**src/rtl/cpt_cfg.svh**
```systemverilog
// constants for the channel phase and test signal block
`ifndef CPT_CFG_SVH
`define CPT_CFG_SVH
`define CPT_NCH 4
`define CPT_PH_W 10
`define CPT_CNT_W 15
`define CPT_OSR_MIN 128
`define CPT_HALF_MIN 64
`define CPT_PH_CAP 512
`define CPT_CAP_SEL 3
`define CPT_TST_NUM 17
`define CPT_TST_DEN 30
`define CPT_MOD_DIV 4
`endif

```
**src/rtl/cpt_pkg.sv**
```systemverilog
// types for the channel phase and test signal block
`default_nettype none
package cpt_pkg;
    typedef enum logic [1:0] {
        CPT_IN_NORMAL = 2'h0,
        CPT_IN_SHORT = 2'h1,
        CPT_IN_TEST_POS = 2'h2,
        CPT_IN_TEST_NEG = 2'h3
    } cpt_insel_t;
    typedef logic [2:0] cpt_osr_t;
endpackage
`default_nettype wire

```
**src/rtl/cpt_chan_ctrl.sv**
```systemverilog
// channel test signal selection, phase calibration and result windows
`include "cpt_cfg.svh"
`default_nettype none
module cpt_chan_ctrl #(
    parameter int NCH = `CPT_NCH,
    parameter int MOD_DIV = `CPT_MOD_DIV
) (
    // clock and reset
    input wire logic clk_sys,
    input wire logic rst_b,
    // modulator
    input wire logic [NCH-1:0] mod_bit,
    output logic mod_clk_en,
    // channel configuration
    input wire cpt_pkg::cpt_osr_t osr_sel,
    input wire cpt_pkg::cpt_insel_t [NCH-1:0] input_select_field,
    input wire logic [NCH-1:0][`CPT_PH_W-1:0] phase_offset_field,
    // analog routing
    output cpt_pkg::cpt_insel_t [NCH-1:0] ain_route,
    output logic test_bit,
    // results
    output logic data_ready,
    output logic [NCH-1:0][`CPT_CNT_W-1:0] result
);
    import cpt_pkg::*;

    // ********************
    // modulator rate divider
    // ********************
    logic [7:0] div_cnt;
    logic [7:0] next_div_cnt;
    logic mod_en;
    always_comb begin
        mod_en = (div_cnt == 8'(MOD_DIV - 1));
        next_div_cnt = mod_en ? 8'h00 : div_cnt + 8'h01;
    end
    always_ff @(posedge clk_sys) begin
        if (!rst_b) begin
            div_cnt <= 8'h00;
        end else begin
            div_cnt <= next_div_cnt;
        end
    end
    assign mod_clk_en = mod_en;

    // ********************
    // reference window counter
    // ********************
    logic [`CPT_CNT_W-1:0] osr_m1;
    logic [`CPT_CNT_W-1:0] osr_len;
    logic [`CPT_CNT_W-1:0] ref_cnt;
    logic [`CPT_CNT_W-1:0] next_ref_cnt;
    logic ref_end;
    logic next_data_ready;
    always_comb begin
        osr_len = `CPT_CNT_W'(`CPT_OSR_MIN) << osr_sel;
        osr_m1 = osr_len - `CPT_CNT_W'(1);
        ref_end = mod_en && (ref_cnt == osr_m1);
        next_ref_cnt = ref_cnt;
        if (mod_en) begin
            if (ref_cnt >= osr_m1) begin
                next_ref_cnt = '0;
            end else begin
                next_ref_cnt = ref_cnt + `CPT_CNT_W'(1);
            end
        end
        next_data_ready = ref_end;
    end
    always_ff @(posedge clk_sys) begin
        if (!rst_b) begin
            ref_cnt <= '0;
            data_ready <= 1'b0;
        end else begin
            ref_cnt <= next_ref_cnt;
            data_ready <= next_data_ready;
        end
    end

    // ********************
    // shared test source
    // ********************
    logic [4:0] tst_acc;
    logic [4:0] next_tst_acc;
    logic [5:0] tst_sum;
    logic next_test_bit;
    logic short_bit;
    logic next_short_bit;
    always_comb begin
        tst_sum = {1'b0, tst_acc} + 6'(`CPT_TST_NUM);
        next_tst_acc = tst_acc;
        next_test_bit = test_bit;
        next_short_bit = short_bit;
        if (mod_en) begin
            next_short_bit = ~short_bit;
            if (tst_sum >= 6'(`CPT_TST_DEN)) begin
                next_tst_acc = 5'(tst_sum - 6'(`CPT_TST_DEN));
                next_test_bit = 1'b1;
            end else begin
                next_tst_acc = tst_sum[4:0];
                next_test_bit = 1'b0;
            end
        end
    end
    always_ff @(posedge clk_sys) begin
        if (!rst_b) begin
            tst_acc <= 5'h00;
            test_bit <= 1'b0;
            short_bit <= 1'b0;
        end else begin
            tst_acc <= next_tst_acc;
            test_bit <= next_test_bit;
            short_bit <= next_short_bit;
        end
    end

    // ********************
    // per channel windows
    // ********************
    logic [NCH-1:0] samp;
    logic [NCH-1:0] ch_end;
    logic signed [NCH-1:0][`CPT_PH_W-1:0] ph_eff;
    logic [NCH-1:0][`CPT_CNT_W:0] end_pos;
    genvar gi;
    generate
        for (gi = 0; gi < NCH; gi++) begin : g_ch
            logic [`CPT_CNT_W-1:0] acc;
            logic [`CPT_CNT_W-1:0] next_acc;
            logic [`CPT_CNT_W-1:0] hold;
            logic [`CPT_CNT_W-1:0] next_hold;
            logic [`CPT_CNT_W-1:0] next_result;
            logic [`CPT_CNT_W-1:0] win_sum;
            logic [`CPT_CNT_W:0] raw_end;
            cpt_insel_t next_route;
            cpt_phase_clip u_clip (
                .osr_sel(osr_sel),
                .phase_in($signed(phase_offset_field[gi])),
                .phase_out(ph_eff[gi])
            );
            always_comb begin
                unique case (input_select_field[gi])
                    CPT_IN_NORMAL: samp[gi] = mod_bit[gi];
                    CPT_IN_SHORT: samp[gi] = short_bit;
                    CPT_IN_TEST_POS: samp[gi] = test_bit;
                    CPT_IN_TEST_NEG: samp[gi] = ~test_bit;
                endcase
                raw_end = {1'b0, osr_m1} + (`CPT_CNT_W+1)'($signed(ph_eff[gi]));
                if (raw_end > {1'b0, osr_m1}) begin
                    end_pos[gi] = raw_end - {1'b0, osr_len};
                end else begin
                    end_pos[gi] = raw_end;
                end
                ch_end[gi] = mod_en && ({1'b0, ref_cnt} == end_pos[gi]);
                win_sum = acc + `CPT_CNT_W'(samp[gi]);
                next_acc = acc;
                next_hold = hold;
                if (mod_en) begin
                    next_acc = ch_end[gi] ? '0 : win_sum;
                    if (ch_end[gi]) begin
                        next_hold = win_sum;
                    end
                end
                next_result = result[gi];
                if (ref_end) begin
                    next_result = ch_end[gi] ? win_sum : hold;
                end
                next_route = input_select_field[gi];
            end
            always_ff @(posedge clk_sys) begin
                if (!rst_b) begin
                    acc <= '0;
                    hold <= '0;
                    result[gi] <= '0;
                    ain_route[gi] <= CPT_IN_NORMAL;
                end else begin
                    acc <= next_acc;
                    hold <= next_hold;
                    result[gi] <= next_result;
                    ain_route[gi] <= next_route;
                end
            end
        end
    endgenerate
endmodule // cpt_chan_ctrl
`default_nettype wire

```
**src/rtl/cpt_phase_clip.sv**
```systemverilog
// saturation of one signed phase value to the oversampling range
`include "cpt_cfg.svh"
`default_nettype none
module cpt_phase_clip (
    // oversampling ratio select
    input wire cpt_pkg::cpt_osr_t osr_sel,
    // phase value
    input wire logic signed [`CPT_PH_W-1:0] phase_in,
    output logic signed [`CPT_PH_W-1:0] phase_out
);
    import cpt_pkg::*;
    logic [11:0] half;
    logic signed [11:0] hi;
    logic signed [11:0] lo;
    logic signed [11:0] ph;
    always_comb begin
        if (osr_sel >= 3'(`CPT_CAP_SEL)) begin
            half = 12'(`CPT_PH_CAP);
        end else begin
            half = 12'(`CPT_HALF_MIN) << osr_sel;
        end
        hi = $signed(half) - 12'sh001;
        lo = -$signed(half);
        ph = 12'(phase_in);
        if (ph > hi) begin
            phase_out = hi[`CPT_PH_W-1:0];
        end else if (ph < lo) begin
            phase_out = lo[`CPT_PH_W-1:0];
        end else begin
            phase_out = ph[`CPT_PH_W-1:0];
        end
    end
endmodule // cpt_phase_clip
`default_nettype wire

```
**config.mk**
```make
export PLATFORM = sky130hd
export DESIGN_NAME = cpt_chan_ctrl
export DESIGN_NICKNAME = d
export VERILOG_FILES = /design/src/rtl/cpt_pkg.sv /design/src/rtl/cpt_chan_ctrl.sv /design/src/rtl/cpt_phase_clip.sv
export VERILOG_INCLUDE_DIRS = /design/src /design/src/rtl
export SDC_FILE = /design/constraint.sdc
export NUM_CORES = 1
export LEC_CHECK = 0
export BUFFER_PORTS_ARGS = -buffer_cell sky130_fd_sc_hd__buf_2
export CAP_MARGIN = 5
export CORE_MARGIN = 1
export CORE_UTILIZATION = 30
export DETAILED_ROUTE_END_ITERATION = 8
export PLACE_DENSITY = 0.54
export SLEW_MARGIN = 40
export SYNTH_ARGS = -nofsm -noshare
export SYNTH_HDL_FRONTEND = slang
export SYNTH_SLANG_ARGS = --single-unit
```
**constraint.sdc**
```tcl
create_clock -name clk_sys -period 10.36 [get_ports clk_sys]
set_input_delay 2.072 -clock clk_sys [delete_from_list [all_inputs] [get_ports clk_sys]]
set_output_delay 2.072 -clock clk_sys [all_outputs]
set_load 0.02 [all_outputs]
```
==> impl_metrics.json <==
{
  "crit_fanout": 30,
  "ys_ff_latch": 219,
  "nNetsFinal": 2791,
  "grt_overflow": 0,
  "routedWlPerCell_um": 18.4,
  "synthTopCellsByArea": "dfxtp_1 (23%), ha_1 (11%), a21oi_1 (5.3%)",
  "cts_tree": "done",
  "viasPerCell": 5.53,
  "first_global_vias": 17700,
  "whs_path_depth": 1,
  "antenna_found_initial": 1,
  "clk_latency_ns": 0.53,
  "htree_levels": 1,
  "synthToLayoutAreaGrowth_pct": 12.3,
  "yosysUniqueCellTypes": 97,
  "synth_top_area_frac": 0.230,
  "startpoint_type": "input port",
  "dp_hpwl_um": 46700,
  "layout_commonest_cell": "nand2_1",
  "reg2regPathDepth": 11,
  "critPathKind": "input port to flop",
  "firstDrtPassIters": 5,
  "hold_class": "flop to flop",
  "period_share": 0.890,
  "setup_violations": 0,
  "tns_ns": 0,
  "routed_wl_um": 62800,
  "cp.required_ns": 10.80,
  "place_inst": 3383,
  "post-cts-setup-buffers": 0,
  "fp.dieW_um": 254,
  "path_clk_slew_ns": 0.06,
  "filler_cell_count": 6644,
  "hold_viol_final": 0,
  "cts_resized": 0,
  "cts_buffer_depth": 3,
  "final_cell_mix": "nand2_1 (230), dfxtp_1 (217), a21oi_1 (201)",
  "dieArea_um2": 64600,
  "power.leakage_nw": 8.56,
  "postPlaceCellArea_um2": 20700,
  "drive_gt1_frac": 0.116,
  "final_util": 0.340,
  "drv_cap": 0,
  "yosys_warnings": 0,
  "slew_violations": 0,
  "yosysSeqAreaShare": 0.230,
  "fmax_mhz": 109,
  "synthFlopType": "dfxtp_1",
  "ir_worst_vdd_mv": 0.122,
  "place.gp.congestion": 0.946,
  "stdcell_count": 3422,
  "async_flop_share": 0,
  "clkSinkCount": 219,
  "rsz0062_at_grt": "no",
  "num_io_pins": 128,
  "syn_inst": 2475,
  "num_rows": 92,
  "clockRootBuffer": "clkbuf_16",
  "syn_avg_cell_area_um2": 7.71,
  "syn_area_um2": 19100,
  "portBuffers": 127,
  "design_area_um2": 21400,
  "ctsHoldBuffers": 0,
  "via_count": 18900,
  "grt_max_degree": 79,
  "drc": 0,
  "whs_ns": 0.436,
  "status": "complete, no violations",
  "pre_cts_ws_ns": 0.752,
  "synth_edf_count": 0,
  "arrival_ns": 9.66,
  "synth_largest_area_cell": "dfxtp_1",
  "first_iter_violations": 1498,
  "core_area_um2": 63000,
  "die_y_um": 254,
  "grt_use_total": 0.189,
  "initial_core_util": 0.303,
  "setup_ws_ns": 1.14,
  "endpoint_kind": "flop",
  "power_mw": 3.45,
  "period_needed_ns": 9.22,
  "ant_nets": 0,
  "worst_pin_slew_ns": 0.829,
  "power_density_nw_per_um2": 161,
  "slew_headroom": 0.447,
  "cts_made_buffers": 22,
  "grt_pass1_wl_um": 98700,
  "skew_ns": 0.0235
}
==> final cells by class <==
type	instances	area [um2]	share of cell area
sequential	219	4390	0.205
multi-input combinational	2040	13900	0.647
clock buffer	34	646	0.0301
antenna	1	2.50	0.000117
clock inverter	4	33.8	0.00158
tap	846	1060	0.0494
timing repair buffer	189	1110	0.0517
inverter	89	339	0.0158
==> cell families after synthesis <==
| logic type | Yosys count | synth area share |
|---|---|---|
| AND/OR/NAND/NOR | 918 | 0.243 |
| AO/OA/AOI/OAI | 687 | 0.243 |
| XOR/XNOR | 180 | 0.0884 |
| multiplexers | 53 | 0.0295 |
| flip-flops | 219 | 0.230 |
| buffers and inverters | 243 | 0.0523 |
| other | 2 | 0.000394 |
| adder cells (fa/ha/maj) | 173 | 0.113 |
==> worst max-delay path: stages <==
cell and delay, ns:
buf_2 0.11, buf_4 0.18, nor2_1 0.13, buf_4 0.32, ha_1 0.19, nand4_1 0.08, o41ai_1 0.37, or2_1 0.38
o21ai_0 0.26, inv_1 0.28, ha_1 0.37, a21oi_1 0.23, o21ai_1 0.17, o41ai_1 0.41, xnor2_1 0.25, ha_1 0.35
nand4_1 0.09, nor4b_1 0.29, inv_1 0.10, a2111oi_2 0.45, a21oi_1 0.18, buf_4 0.19, nor4_1 0.43, a311o_1 0.26
o2111ai_2 0.24, or4_4 0.78, mux2_1 0.38, nor2_1 0.09
==> metal layers <==
metal	share of wire	vias to the layer above	track usage
li1	-	9314	-
met1	0.47	8947	0.267
met2	0.45	563	0.307
met3	0.056	92	0.0149
met4	0.023	0	0.0511
met5	0	-	0
==> sequential cells by signal, indices dropped and copies added, names as in the netlist <==
name and cells:
ain_route 8, data_ready 1, div_cnt 8, g_ch.acc 60, g_ch.hold 60, ref_cnt 15
result 60, short_bit 1, test_bit 1, tst_acc 5
==> synth_stat cells, drive strengths merged (16+ instances only) <==
| library cell | count |
|---|---|
| nand2 | 231 |
| nand4b | 19 |
| o21a | 25 |
| buf | 33 |
| nor2 | 176 |
| and3 | 46 |
| mux2i | 30 |
| nand4 | 46 |
| inv | 87 |
| o21ai | 117 |
| a21o | 25 |
| a21oi | 202 |
| nor4 | 28 |
| ha | 173 |
| clkbuf | 121 |
| xnor2 | 111 |
| and2 | 17 |
| nand3b | 18 |
| or3 | 19 |
| nor3 | 56 |
| or4 | 21 |
| a211oi | 34 |
| mux2 | 23 |
| xor2 | 61 |
| a211o | 16 |
| nor2b | 19 |
| a31oi | 42 |
| o211ai | 42 |
| dfxtp | 219 |
| nand3 | 163 |
==> path summary, 6_finish.rpt <==
path                    from                to  slack [ns]
setup reg to reg  div_cnt[0]    g_ch[0].acc[5]        6.24
hold reg to reg   div_cnt[0]        div_cnt[0]        0.44
setup / recovery  osr_sel[2]  g_ch[3].hold[11]        1.14
hold / removal    div_cnt[0]        div_cnt[0]        0.44
==> report_power, final <==
| part | internal (mW) | switching, mW |
|---|---|---|
| Sequential | 0.858 | 0.0214 |
| Clock | 0.429 | 0.339 |
| Combinational | 0.690 | 1.12 |
| Total | 1.98 | 1.48 |
(Power assumes the default switching activity.)
